**src/include/pmc_pkg.sv**
```systemverilog
/*
 power mode control package: register offsets, field positions, reset values, timing constants and modes.
 assumes a 32-bit classic wishbone slave with word-aligned registers.
*/
package pmc_pkg;
   // ---------------------------------------------------------------
   // register map (byte addresses)
   // ---------------------------------------------------------------
   localparam logic [7:0] PMC_POWER_CTRL_OFS = 8'h00;
   localparam logic [7:0] PMC_OSC_CTRL_OFS = 8'h04;
   localparam logic [7:0] PMC_REG_CTRL_OFS = 8'h08;
   localparam logic [7:0] PMC_WAKE_CFG_OFS = 8'h0c;
   localparam logic [7:0] PMC_STATUS_OFS = 8'h10;
   // ---------------------------------------------------------------
   // field positions
   // ---------------------------------------------------------------
   localparam int PMC_IDLE_BIT = 0;
   localparam int PMC_STOP_BIT = 1;
   localparam int PMC_FLAGS_LSB = 2;
   localparam int PMC_FLAGS_MSB = 7;
   localparam int PMC_SUSPEND_BIT = 5;
   localparam int PMC_STOP_SHUTDOWN_BIT = 0;
   localparam int PMC_CMP_WAKE_EN_BIT = 0;
   localparam int PMC_CLK_LOSS_EN_BIT = 1;
   localparam int PMC_WATCHDOG_EN_BIT = 2;
   localparam int PMC_T3_EXT_CLK_BIT = 3;
   // ---------------------------------------------------------------
   // reset values
   // ---------------------------------------------------------------
   localparam logic [7:0] PMC_POWER_CTRL_RST = 8'h00;
   localparam logic [7:0] PMC_OSC_CTRL_RST = 8'h00;
   localparam logic [7:0] PMC_REG_CTRL_RST = 8'h00;
   localparam logic [7:0] PMC_WAKE_CFG_RST = 8'h06;
   localparam logic [15:0] PMC_RESET_VECTOR = 16'h0000;
   // ---------------------------------------------------------------
   // timing
   // ---------------------------------------------------------------
   localparam int PMC_CLK_MHZ = 100;
   localparam int PMC_OSC_SETTLE_NS = 200;
   localparam int PMC_OSC_SETTLE_CYC = (PMC_OSC_SETTLE_NS * PMC_CLK_MHZ + 999) / 1000;
   localparam int PMC_CLK_LOSS_TIMEOUT_US = 100;
   localparam int PMC_CLK_LOSS_TIMEOUT_CYC = PMC_CLK_LOSS_TIMEOUT_US * PMC_CLK_MHZ;
   localparam int PMC_WATCHDOG_TIMEOUT_CYC = 65536;
   // ---------------------------------------------------------------
   // modes
   // ---------------------------------------------------------------
   typedef enum logic [2:0] {PMC_RUN, PMC_IDLE, PMC_STOP, PMC_SUSPEND, PMC_WAKEUP} pmc_mode_e;
endpackage

```
**src/hdl/pmc_power_mode_control.sv**
```systemverilog
/*
 power mode control: idle, stop and suspend entry, wake and reset for a small microcontroller core.
 assumes the cpu reports instruction completion, accepts halt and reset requests, and software reaches
 the registers over a 32-bit classic wishbone bus on clk_sys.
*/
// How it works
// - idle bit set halts cpu after the setting instruction completes
// - idle keeps registers and lets peripheral clocks run
// - enabled interrupt or reset ends idle; idle bit clears on the first idle cycle
// - after idle wake the interrupt is serviced, then the next instruction
// - reset ending idle restarts the cpu at address zero
// - an enabled watchdog eventually resets the device out of idle
// - stop bit halts internal oscillator, cpu and peripherals except clock detector
// - stop ends only on reset, then restarts at address zero
// - enabled missing-clock detector resets out of stop; software disables it
// - regulator stays on in stop unless shutdown bit set; then only pin resets
// - suspend bit halts cpu and fast oscillator, registers retained
// - in suspend only port match, externally clocked timer 3 and an enabled clock detector run
// - suspend ends on port match, timer 3 overflow, enabled comparator low, reset
// - non-reset suspend wake resumes after setting instruction, servicing wake interrupt
// - reset ending suspend restarts at address zero
// - stop and idle bits always read back as zero
// - power control holds stop bit 1, idle bit 0, six flags, reset zero
`timescale 1ns/100ps
module pmc_power_mode_control
   import pmc_pkg::*;
#(
   parameter int CLK_LOSS_TIMEOUT_CYC = PMC_CLK_LOSS_TIMEOUT_CYC,
   parameter int WATCHDOG_TIMEOUT_CYC = PMC_WATCHDOG_TIMEOUT_CYC
)
(
   // clock and reset
   input wire logic clk_sys,
   input wire logic rst_n,
   // wishbone slave
   input wire logic wb_cyc_i,
   input wire logic wb_stb_i,
   input wire logic wb_we_i,
   input wire logic [7:0] wb_adr_i,
   input wire logic [3:0] wb_sel_i,
   input wire logic [31:0] wb_dat_i,
   output logic [31:0] wb_dat_o,
   output logic wb_ack_o,
   // cpu side
   input wire logic instrDone,
   input wire logic irqPending,
   input wire logic cpuClkPresent,
   output logic cpuHalt,
   output logic cpuResetReq,
   output logic [15:0] resetVector,
   // wake sources from pins
   input wire logic resetPin_n,
   input wire logic portMatch,
   input wire logic timer3Overflow,
   input wire logic comparatorOut,
   // clock and power controls
   output logic intOscEnable,
   output logic periphClkEnable,
   output logic timer3ClkEnable,
   output logic portMatchEnable,
   output logic clkLossActive,
   output logic regulatorEnable,
   output logic [2:0] powerMode
);
   // ---------------------------------------------------------------
   // declarations
   // ---------------------------------------------------------------
   pmc_mode_e mode_r, mode_nxt;
   logic [5:0] generalFlags_r;
   logic idleReq_r, stopReq_r, suspend_r, stopShutdown_r;
   logic [7:0] wakeCfg_r;
   logic [7:0] settle_r;
   logic [3:0] pinSync;
   logic resetPinSync_n, portMatchSync, t3OvfSync, cmpSync;
   logic wbHit, wbWrite;
   logic clkLossExpired, watchdogExpired, resetEvent, suspendWake;
   logic [7:0] readMux;

   assign resetPinSync_n = !pinSync[0];
   assign portMatchSync = pinSync[1];
   assign t3OvfSync = pinSync[2];
   assign cmpSync = pinSync[3];

   // pins come from outside the clock domain; the reset pin is synced as a request
   // so that the flop reset value means no reset and no false reset follows release
   pmc_sync #(.WIDTH(4)) u_sync
   (
      .clk_sys(clk_sys),
      .rst_n(rst_n),
      .asyncIn({comparatorOut, timer3Overflow, portMatch, !resetPin_n}),
      .syncOut(pinSync)
   );

   // ---------------------------------------------------------------
   // bus slave: ack one cycle after the strobe, dropped the next cycle
   // ---------------------------------------------------------------
   assign wbHit = wb_cyc_i && wb_stb_i && !wb_ack_o;
   assign wbWrite = wbHit && wb_we_i && wb_sel_i[0];

   always_ff @(posedge clk_sys or negedge rst_n)
   begin
      if (!rst_n)
         wb_ack_o <= 1'b0;
      else
         wb_ack_o <= wbHit;
   end

   // general flags and mode requests; idle request self-clears once in idle, stop request only on reset
   always_ff @(posedge clk_sys or negedge rst_n)
   begin
      if (!rst_n)
      begin
         generalFlags_r <= PMC_POWER_CTRL_RST[PMC_FLAGS_MSB:PMC_FLAGS_LSB];
         idleReq_r <= 1'b0;
         stopReq_r <= 1'b0;
      end
      else if (resetEvent)
      begin
         generalFlags_r <= PMC_POWER_CTRL_RST[PMC_FLAGS_MSB:PMC_FLAGS_LSB];
         idleReq_r <= 1'b0;
         stopReq_r <= 1'b0;
      end
      else
      begin
         if (wbWrite && wb_adr_i == PMC_POWER_CTRL_OFS)
         begin
            generalFlags_r <= wb_dat_i[PMC_FLAGS_MSB:PMC_FLAGS_LSB];
            stopReq_r <= wb_dat_i[PMC_STOP_BIT] | stopReq_r;
            idleReq_r <= wb_dat_i[PMC_IDLE_BIT] | idleReq_r;
         end
         else if (mode_r == PMC_IDLE && irqPending)
            idleReq_r <= 1'b0;
         else if (mode_r == PMC_IDLE || mode_r == PMC_STOP)
         begin
            idleReq_r <= 1'b0;
            stopReq_r <= stopReq_r;
         end
      end
   end

   // oscillator, regulator and wake configuration registers
   always_ff @(posedge clk_sys or negedge rst_n)
   begin
      if (!rst_n)
      begin
         suspend_r <= PMC_OSC_CTRL_RST[PMC_SUSPEND_BIT];
         stopShutdown_r <= PMC_REG_CTRL_RST[PMC_STOP_SHUTDOWN_BIT];
         wakeCfg_r <= PMC_WAKE_CFG_RST;
      end
      else if (resetEvent)
      begin
         suspend_r <= PMC_OSC_CTRL_RST[PMC_SUSPEND_BIT];
         stopShutdown_r <= PMC_REG_CTRL_RST[PMC_STOP_SHUTDOWN_BIT];
         wakeCfg_r <= PMC_WAKE_CFG_RST;
      end
      else
      begin
         if (suspendWake)
            suspend_r <= 1'b0;
         else if (wbWrite && wb_adr_i == PMC_OSC_CTRL_OFS)
            suspend_r <= wb_dat_i[PMC_SUSPEND_BIT];
         if (wbWrite && wb_adr_i == PMC_REG_CTRL_OFS)
            stopShutdown_r <= wb_dat_i[PMC_STOP_SHUTDOWN_BIT];
         if (wbWrite && wb_adr_i == PMC_WAKE_CFG_OFS)
            wakeCfg_r <= wb_dat_i[7:0];
      end
   end

   // ---------------------------------------------------------------
   // read path: idle and stop bits never read back as one
   // ---------------------------------------------------------------
   always_comb
   begin
      readMux = 8'h00;
      case (wb_adr_i)
         PMC_POWER_CTRL_OFS: readMux = {generalFlags_r, 2'b00};
         PMC_OSC_CTRL_OFS: readMux = 8'(suspend_r) << PMC_SUSPEND_BIT;
         PMC_REG_CTRL_OFS: readMux = {7'h00, stopShutdown_r};
         PMC_WAKE_CFG_OFS: readMux = wakeCfg_r;
         PMC_STATUS_OFS: readMux = {5'h00, powerMode};
         default: readMux = 8'h00;
      endcase
   end

   always_ff @(posedge clk_sys or negedge rst_n)
   begin
      if (!rst_n)
         wb_dat_o <= 32'h0000_0000;
      else if (wbHit && !wb_we_i)
         wb_dat_o <= {24'h00_0000, readMux};
   end

   // ---------------------------------------------------------------
   // reset sources: watchdog in idle, clock detector in stop
   // ---------------------------------------------------------------
   pmc_timeout #(.LIMIT(WATCHDOG_TIMEOUT_CYC), .WIDTH(32)) u_watchdog
   (
      .clk_sys(clk_sys),
      .rst_n(rst_n),
      .enable(wakeCfg_r[PMC_WATCHDOG_EN_BIT] && mode_r == PMC_IDLE),
      .kick(1'b0),
      .expired(watchdogExpired)
   );

   // detector counts cycles without the cpu clock; in stop that clock is gone
   pmc_timeout #(.LIMIT(CLK_LOSS_TIMEOUT_CYC), .WIDTH(32)) u_clk_loss
   (
      .clk_sys(clk_sys),
      .rst_n(rst_n),
      .enable(clkLossActive),
      .kick(cpuClkPresent && mode_r != PMC_STOP),
      .expired(clkLossExpired)
   );

   // with the regulator off only the pin can bring the device back
   assign resetEvent = !resetPinSync_n ||
      ((watchdogExpired || clkLossExpired) && !(mode_r == PMC_STOP && stopShutdown_r));

   assign suspendWake = mode_r == PMC_SUSPEND &&
      (portMatchSync || t3OvfSync || (wakeCfg_r[PMC_CMP_WAKE_EN_BIT] && !cmpSync));

   // ---------------------------------------------------------------
   // mode sequencer
   // ---------------------------------------------------------------
   always_comb
   begin
      mode_nxt = mode_r;
      case (mode_r)
         PMC_RUN:
            if (instrDone && stopReq_r)
               mode_nxt = PMC_STOP;
            else if (instrDone && idleReq_r)
               mode_nxt = PMC_IDLE;
            else if (instrDone && suspend_r)
               mode_nxt = PMC_SUSPEND;
         PMC_IDLE:
            if (irqPending)
               mode_nxt = PMC_RUN;
         PMC_STOP:
            mode_nxt = PMC_STOP;
         PMC_SUSPEND:
            if (suspendWake)
               mode_nxt = PMC_WAKEUP;
         PMC_WAKEUP:
            if (settle_r == 8'h00)
               mode_nxt = PMC_RUN;
         default: mode_nxt = PMC_RUN;
      endcase
   end

   // any reset returns to run with the cpu restarted at the vector
   always_ff @(posedge clk_sys or negedge rst_n)
   begin
      if (!rst_n)
         mode_r <= PMC_RUN;
      else if (resetEvent)
         mode_r <= PMC_RUN;
      else
         mode_r <= mode_nxt;
   end

   // oscillator settle count while waking from suspend
   always_ff @(posedge clk_sys or negedge rst_n)
   begin
      if (!rst_n)
         settle_r <= 8'h00;
      else if (suspendWake)
         settle_r <= 8'(PMC_OSC_SETTLE_CYC - 1);
      else if (settle_r != 8'h00)
         settle_r <= settle_r - 8'h01;
   end

   always_ff @(posedge clk_sys or negedge rst_n)
   begin
      if (!rst_n)
         cpuResetReq <= 1'b1;
      else
         cpuResetReq <= resetEvent;
   end

   // ---------------------------------------------------------------
   // clock and power gating outputs
   // ---------------------------------------------------------------
   assign resetVector = PMC_RESET_VECTOR;
   assign cpuHalt = mode_r != PMC_RUN;
   assign intOscEnable = mode_r == PMC_RUN || mode_r == PMC_IDLE || mode_r == PMC_WAKEUP;
   assign periphClkEnable = mode_r == PMC_RUN || mode_r == PMC_IDLE;
   assign timer3ClkEnable = periphClkEnable || (mode_r == PMC_SUSPEND && wakeCfg_r[PMC_T3_EXT_CLK_BIT]);
   assign portMatchEnable = mode_r != PMC_STOP;
   assign clkLossActive = wakeCfg_r[PMC_CLK_LOSS_EN_BIT];
   assign regulatorEnable = !(mode_r == PMC_STOP && stopShutdown_r);
   assign powerMode = mode_r;

   // ---------------------------------------------------------------
   // assertions
   // ---------------------------------------------------------------
   idle_entry_a: assert property (@(posedge clk_sys) disable iff (!rst_n)
      mode_r == PMC_RUN && instrDone && idleReq_r && !stopReq_r && !resetEvent |=> mode_r == PMC_IDLE)
      else $error("idle not entered");
   idle_clocks_a: assert property (@(posedge clk_sys) disable iff (!rst_n)
      mode_r == PMC_IDLE |-> periphClkEnable && intOscEnable)
      else $error("clocks gated in idle");
   idle_wake_a: assert property (@(posedge clk_sys) disable iff (!rst_n)
      mode_r == PMC_IDLE && irqPending && !resetEvent |=> mode_r == PMC_RUN && !idleReq_r)
      else $error("idle not woken");
   stop_hold_a: assert property (@(posedge clk_sys) disable iff (!rst_n)
      mode_r == PMC_STOP && !resetEvent |=> mode_r == PMC_STOP)
      else $error("stop left without reset");
   stop_osc_a: assert property (@(posedge clk_sys) disable iff (!rst_n)
      mode_r == PMC_STOP |-> !intOscEnable && !periphClkEnable && cpuHalt)
      else $error("stop clocks running");
   reg_shut_a: assert property (@(posedge clk_sys) disable iff (!rst_n)
      mode_r == PMC_STOP && stopShutdown_r && resetPinSync_n |=> mode_r == PMC_STOP)
      else $error("internal reset with regulator off");
   ctrl_read_a: assert property (@(posedge clk_sys) disable iff (!rst_n)
      wbHit && !wb_we_i && wb_adr_i == PMC_POWER_CTRL_OFS |=> wb_dat_o[1:0] == 2'b00)
      else $error("mode bits read nonzero");
   susp_wake_a: assert property (@(posedge clk_sys) disable iff (!rst_n)
      suspendWake && !resetEvent |=> mode_r == PMC_WAKEUP && cpuHalt && intOscEnable)
      else $error("suspend wake not settling");
   reset_vec_a: assert property (@(posedge clk_sys) disable iff (!rst_n)
      resetEvent |=> mode_r == PMC_RUN && cpuResetReq)
      else $error("reset did not restart");
   cov_idle_c: cover property (@(posedge clk_sys) disable iff (!rst_n) mode_r == PMC_IDLE ##1 mode_r == PMC_RUN);
   cov_stop_c: cover property (@(posedge clk_sys) disable iff (!rst_n) mode_r == PMC_STOP ##1 cpuResetReq);
   cov_susp_c: cover property (@(posedge clk_sys) disable iff (!rst_n) mode_r == PMC_WAKEUP ##1 mode_r == PMC_RUN);
endmodule

```
**src/hdl/pmc_sync.sv**
```systemverilog
/*
 two flip-flop synchroniser for asynchronous level inputs.
 assumes the input is a slow level; pulses shorter than one clock may be missed.
*/
`timescale 1ns/100ps
module pmc_sync
#(
   parameter int WIDTH = 1
)
(
   // clock and reset
   input wire logic clk_sys,
   input wire logic rst_n,
   // data
   input wire logic [WIDTH-1:0] asyncIn,
   output logic [WIDTH-1:0] syncOut
);
   logic [WIDTH-1:0] meta_r;

   // first stage is read only by the second
   always_ff @(posedge clk_sys or negedge rst_n)
   begin
      if (!rst_n)
      begin
         meta_r <= '0;
         syncOut <= '0;
      end
      else
      begin
         meta_r <= asyncIn;
         syncOut <= meta_r;
      end
   end
endmodule

```
**src/hdl/pmc_timeout.sv**
```systemverilog
/*
 timeout counter: counts while enabled, fires a one-cycle pulse at LIMIT, clears when disabled.
 assumes LIMIT is at least one.
*/
`timescale 1ns/100ps
module pmc_timeout
#(
   parameter int LIMIT = 16,
   parameter int WIDTH = 32
)
(
   // clock and reset
   input wire logic clk_sys,
   input wire logic rst_n,
   // control
   input wire logic enable,
   input wire logic kick,
   output logic expired
);
   logic [WIDTH-1:0] count_r;

   // restart on kick or when disabled
   always_ff @(posedge clk_sys or negedge rst_n)
   begin
      if (!rst_n)
      begin
         count_r <= '0;
         expired <= 1'b0;
      end
      else if (!enable || kick)
      begin
         count_r <= '0;
         expired <= 1'b0;
      end
      else
      begin
         expired <= (count_r == WIDTH'(LIMIT - 1));
         count_r <= (count_r == WIDTH'(LIMIT - 1)) ? '0 : count_r + 1'b1;
      end
   end
endmodule

```
**config.mk**
```make
export PLATFORM = sky130hd
export DESIGN_NAME = pmc_power_mode_control
export DESIGN_NICKNAME = d
export VERILOG_FILES = /design/src/include/pmc_pkg.sv /design/src/hdl/pmc_power_mode_control.sv /design/src/hdl/pmc_sync.sv /design/src/hdl/pmc_timeout.sv
export SDC_FILE = /design/constraint.sdc
export NUM_CORES = 1
export LEC_CHECK = 0
export BUFFER_PORTS_ARGS = -buffer_cell sky130_fd_sc_hd__buf_2
export CAP_MARGIN = 20
export CORE_ASPECT_RATIO = 1.1
export CORE_MARGIN = 5
export CORE_UTILIZATION = 35
export CTS_CLUSTER_DIAMETER = 60
export DETAILED_ROUTE_END_ITERATION = 16
export GPL_TIMING_DRIVEN = 0
export HOLD_SLACK_MARGIN = 0.03
export SYNTH_ARGS = -nofsm -noshare
export SYNTH_HDL_FRONTEND = slang
export SYNTH_SLANG_ARGS = --single-unit
```
**constraint.sdc**
```tcl
create_clock -name clk_sys -period 2.2 [get_ports clk_sys]
set_clock_uncertainty 0.15 [all_clocks]
set_input_delay 0.11 -clock clk_sys [delete_from_list [all_inputs] [get_ports clk_sys]]
set_output_delay 0.11 -clock clk_sys [all_outputs]
set_load 0.005 [all_outputs]
```
Yosys cells after proc, flatten, opt, wreduce, memory -nomap -nowiden:

Index checks and enable logic that the tools add are counted.

* input port bits: 56
* logic and storage cells: 116
* flip-flop bits (word level): 113

* multiplexer cells: 32
* $add $sub $neg: 3
* equal/unequal tests: 15
* bitwise logic cells: 2
* reduce and logical (&&, ||, !) cells: 47

Operator list (count)
* $mux W32: 4
* $add A32 B1 Y32 const B: 2
* $pmux W8 S5: 1
* $eq A32 B14 Y1 const B: 1
* $eq A32 B16 Y1 const B: 1
* $mux W8: 4
* $mux W3: 7
* $logic_and A1 B1 Y1: 20
* $eq A8 B4 Y1 const B: 2
* $logic_not A8 Y1: 2
* $pmux W3 S5: 1
* $mux W1: 13
* $mux W6: 2
* $logic_or A1 B1 Y1: 9
* $ne A3 B3 Y1 const B: 3
* $eq A8 B3 Y1 const B: 1
* $eq A8 B5 Y1 const B: 1
* $reduce_bool A2 Y1: 4
* $reduce_bool A8 Y1: 1
* $sub A8 B1 Y8 const B: 1
* $eq A3 B2 Y1 const B: 2
* $logic_not A1 Y1: 6
* $reduce_bool A3 Y1: 2
* $ne A5 B5 Y1 const B: 1
* 7 further kinds: 8

Longest topological paths before layout:

* word-level depth: 8
* depth in mapped cells: 7
* depth with buffers taken out: 6

Hierarchy:

A second synthesis with hierarchy kept.

* cell total of the unflattened synthesis: 631
* area total of the unflattened synthesis: 5989.5 µm²

By module, submodules not included
* pmc_power_mode_control: times used 1, seq. area each 979.7 µm², area each 2363.5 µm², cells an instance 258
* pmc_timeout at u_clk_loss: times used 1, seq. area each 825.8 µm², area each 1722.9 µm², cells an instance 182
* pmc_timeout at u_watchdog: times used 1, seq. area each 825.8 µm², area each 1702.9 µm², cells an instance 183
* pmc_sync: times used 1, seq. area each 200.2 µm², area each 200.2 µm², cells an instance 8

Least setup slack after synthesis:

Ideal clock, no wire load.

* kind: reg-to-reg
* start point: reg u_watchdog.count_r[0]
* end point: reg u_watchdog.count_r[18]
* library setup time: 0.073 ns
* data required time: 1.977 ns
* arrival: 1.840 ns
* cell stages (with the launch flop): 7
* setup slack: 0.137 ns
* clock period less this slack: 2.063 ns
* path buffers: 1
* path through: dfrtp_1 ha_1 nand3_2 or3_1 buf_6 or4_4 a21oi_2

* longest elaborated chain between the ends: 3

Ends and longest elaborated chain
* start, declared: line pmc_timeout.sv:20 `logic [WIDTH-1:0] count_r;`
* start signal, assigned: line pmc_timeout.sv:38 `count_r <= (count_r == WIDTH'(LIMIT - 1)) ? '0 : count_r + 1'b1;`
* $add A32 B1 Y32 or $eq A32 B16 Y1 (tied branches): line pmc_timeout.sv:38
* $mux W32 *: line pmc_timeout.sv:38
* $mux W32 *: line pmc_timeout.sv:30 `else if (!enable || kick)`

Every way passes the cells marked *; elsewhere a longest branch is shown, timed or not.
A chain may end at the register's enable or synchronous reset.

Final worst setup path:

* start point: reg u_watchdog.count_r[1]
* end point: reg u_watchdog.count_r[21]

The elaborated chain is that of the path after synthesis.

==> results.sh <==
export IMPL_outcome="finished clean"
export IMPL_stdcell_area_um2=7970
export IMPL_required_ns=2.34
export IMPL_drt_iter0_drc=331
export IMPL_endpoint_kind="flop"
export IMPL_synth_ff_type="dfrtp_1"
export IMPL_cts_buffers=17
export IMPL_post_place_cells=962
export IMPL_clkTransAtPathRegs_ns=0.05
export IMPL_core_um2=17100
export IMPL_final_cells=1035
export IMPL_vias=5250
export IMPL_nets=848
export IMPL_leakagePower_nw=3.31
export IMPL_power_switching_mw=1.32
export IMPL_drv_slew=0
export IMPL_cp_arrival_ns=2.27
export IMPL_drc=0
export IMPL_antenna_cells=0
export IMPL_synth_area_leaders="dfrtp_1 (45%), buf_4 (4.9%), o31ai_1 (3.5%), nand2_1 (3.2%), nand3_1 (2.8%)"
export IMPL_grt_pass1_wl_um=25000
export IMPL_drtPass1Iterations=5
export IMPL_critPathSlowestCell="dfrtp_1"
export IMPL_layout_drive_gt1_share_pct=23.3
export IMPL_post_route_min_period_ns=2.13
export IMPL_drv_cap=0
export IMPL_avgViaCountPerCell=5.07
export IMPL_clk_latency_ns=0.41
export IMPL_postLayoutSetupSlackWorst_ns=0.0720
export IMPL_yosys_area_top_type="dfrtp_1"
export IMPL_grt_pass1_vias=5072
export IMPL_wl_per_cell_um=14.4
export IMPL_gp_congestion=0.764
export IMPL_synth_top_area_share_pct=44.8
export IMPL_io_pins=116
export IMPL_critPathMaxFanout=9
export IMPL_pre_cts_ws_ns=-0.202
export IMPL_slew_headroom_pct=65.5
export IMPL_grt_overflow_total=0
export IMPL_cp_common_cell="buf_6"
export IMPL_multi_input_area_um2=3010
export IMPL_cpPeakStageDelay_ns=0.40
export IMPL_antenna_found_initial=0
export IMPL_setup_violations=0
export IMPL_grt_max_degree=87
export IMPL_die_h_um=149
export IMPL_area_growth_synth_to_final_pct=29.7
export IMPL_initial_core_util_pct=35.9
export IMPL_cp_start_kind="flop"
export IMPL_hold_path_class="in -> async"
export IMPL_comb_power_share_pct=9.8
export IMPL_design_die_area_um2=20300
export IMPL_ir_drop_mv=0.628
export IMPL_synth_edf_count=0
export IMPL_seq_area_frac_synth_pct=46.1
export IMPL_hold_viol=0
export IMPL_die_w_um=136
export IMPL_fin_tns_setup_ns=0
export IMPL_p_int_mw=4.25
export IMPL_netlist_area_um2=6150
export IMPL_fillCellCount=1690
export IMPL_synth_distinct_cells=61
export IMPL_fmax_ghz=0.470
export IMPL_hold_ws_ns=0.0667
export IMPL_synthArstFlopShare_pct=100
export IMPL_htree_levels=4
export IMPL_seq_area_um2=2840
export IMPL_placed_area_um2=6860
export IMPL_io_buffers=47
export IMPL_powerDensity_nw_per_um2=700
export IMPL_yosysWarningCount=0
export IMPL_dp_hpwl_um=10000
export IMPL_syn_area_per_cell_um2=9.59
export IMPL_core_rowCount=50
export IMPL_track_usage_pct=15.1
export IMPL_p_seq_share_pct=40.7
export IMPL_final_common_cell="dfrtp_1"
export IMPL_clkPwrFrac_pct=49.6
export IMPL_total_power_mw=5.58
export IMPL_ys_ff_latch=113
export IMPL_max_slew_worst_pin_slew_ns=0.513
export IMPL_ant_nets=0
export IMPL_fin_util_pct=46.5
export IMPL_crit_type="reg -> reg"
export IMPL_cts_tree="built"
export IMPL_final_cell_mix="dfrtp_1 (107), buf_4 (53), nand2_1 (52), buf_2 (49), conb_1 (40)"
export IMPL_cts_buffer_depth=2
export IMPL_synthCells=641
export IMPL_cp_cell_sequence="ha_4 > nand3_4 > or3_1 > buf_6 > o31ai_4 > buf_6 > buf_4 > a21oi_1"
export IMPL_root_buffer="clkbuf_16"
export IMPL_wirelength_um=14900
export IMPL_p_sw_share_pct=23.7
export IMPL_min_period_over_period_pct=96.7
export IMPL_clkSinkCount=113
-- worst max-delay path: cells and delay by family (launching register included) --
kind                     cells  cell delay (ns)
adder cells (fa/ha/maj)      1             0.18
AND/OR/NAND/NOR              2             0.50
AO/OA/AOI/OAI                2             0.29
flip-flops                   1             0.40
buffers and inverters        3             0.48
-- cells by family (layout without fill, tap and decap cells) --
family,count (synthesis),in the layout,synth area share (%)
compound gates,121,121,13.2
xor+xnor,33,33,4.70
other cells,1,40,0.0610
simple gates,272,272,25.7
fa+ha+maj,4,4,0.814
mux,5,5,0.834
buf+inv,92,213,8.63
flops,113,113,46.1
-- flip-flops by register name, indices dropped and copies added, names as in the netlist --
register            count
u_sync.meta_r           4
idleReq_r               1
u_watchdog.expired      1
suspend_r               1
cpuResetReq             1
wb_ack_o                1
u_clk_loss.count_r     32
wb_dat_o                8
u_clk_loss.expired      1
u_watchdog.count_r     32
u_sync.syncOut          4
wakeCfg_r               8
generalFlags_r          6
settle_r                8
stopReq_r               1
stopShutdown_r          1
powerMode               3
-- synth_stat cells, types with 2 or more instances --
cell / count
nor2b_1: 3
and4_1: 9
buf_2: 10
o21ai_0: 19
nand3_2: 2
nor4_1: 22
nand2b_1: 4
and3_1: 12
dfrtp_1: 110
xor2_1: 14
xnor2_1: 19
a211oi_1: 15
inv_1: 18
a21oi_2: 5
or4b_1: 3
or3_1: 10
a31o_2: 2
nor4bb_1: 3
or4_1: 20
nand4_1: 18
and2_1: 2
nor3b_1: 4
a22o_1: 4
nor3_1: 23
clkbuf_1: 18
buf_4: 40
a22oi_1: 4
o31ai_1: 29
nand2_1: 53
ha_1: 4
dfstp_2: 3
or4_4: 5
buf_1: 2
buf_6: 3
o41ai_1: 2
a21oi_1: 33
mux2i_1: 4
nand3_1: 34
nor2_1: 34
-- area by class of cell --
cell class	count	area share, %
plain buffers	73	6.25
clock buffers	21	5.78
multi-input cells	475	37.8
clock inverters	11	1.73
well taps	234	3.67
flip-flops and latches	113	35.6
inverters	19	0.895
repair buffers	89	8.32
-- worst paths after layout --
check	endpoint	cells after the start	startpoint	slack, ns
worst max-delay path	u_watchdog.count_r[21]	8	u_watchdog.count_r[1]	0.07
worst min-delay path	u_watchdog.count_r[3]	3	rst_n	0.07
worst max register to register	u_watchdog.count_r[21]	8	u_watchdog.count_r[1]	0.07
worst min register to register	u_sync.syncOut[1]	0	u_sync.meta_r[1]	0.20
max in group asynchronous	u_clk_loss.count_r[5]	3	rst_n	1.35
min in group clk_sys	wb_dat_o[0]	5	wb_adr_i[1]	0.07
-- layer usage --
layer  routed length, µm  share of wire, %  vias to the layer above  track usage (%)
li1                    -                 -                     2590                -
met1                6950                47                     2512             20.3
met2                7080                47                      129             24.2
met3                 721               4.8                       19             3.10
met4                 167               1.1                        0             4.79
met5                   0                 0                        -                0
-- power by group through the flow --
stage / Sequential (mW) / Combinational (mW) / Clock (mW)
final: 2.27 / 0.544 / 2.76
after global routing: 2.28 / 0.618 / 2.94
after CTS: 2.27 / 0.540 / 2.83
after detailed placement: 2.30 / 0.490 / 0
after global placement: 2.30 / 0.479 / 0
after floorplan: 2.28 / 0.342 / 0
-- what timing repair did --
item / in CTS / in global routing
endpoints found under the setup margin: 69 / 68
gates cloned: 0 / 1
setup buffers: 1 / 10
hold buffers: 29 / 0
gates resized for setup: 14 / 27
pin swaps: 1 / 5
endpoints found under the hold margin: 146 / 0
(Power assumes the default switching activity.)
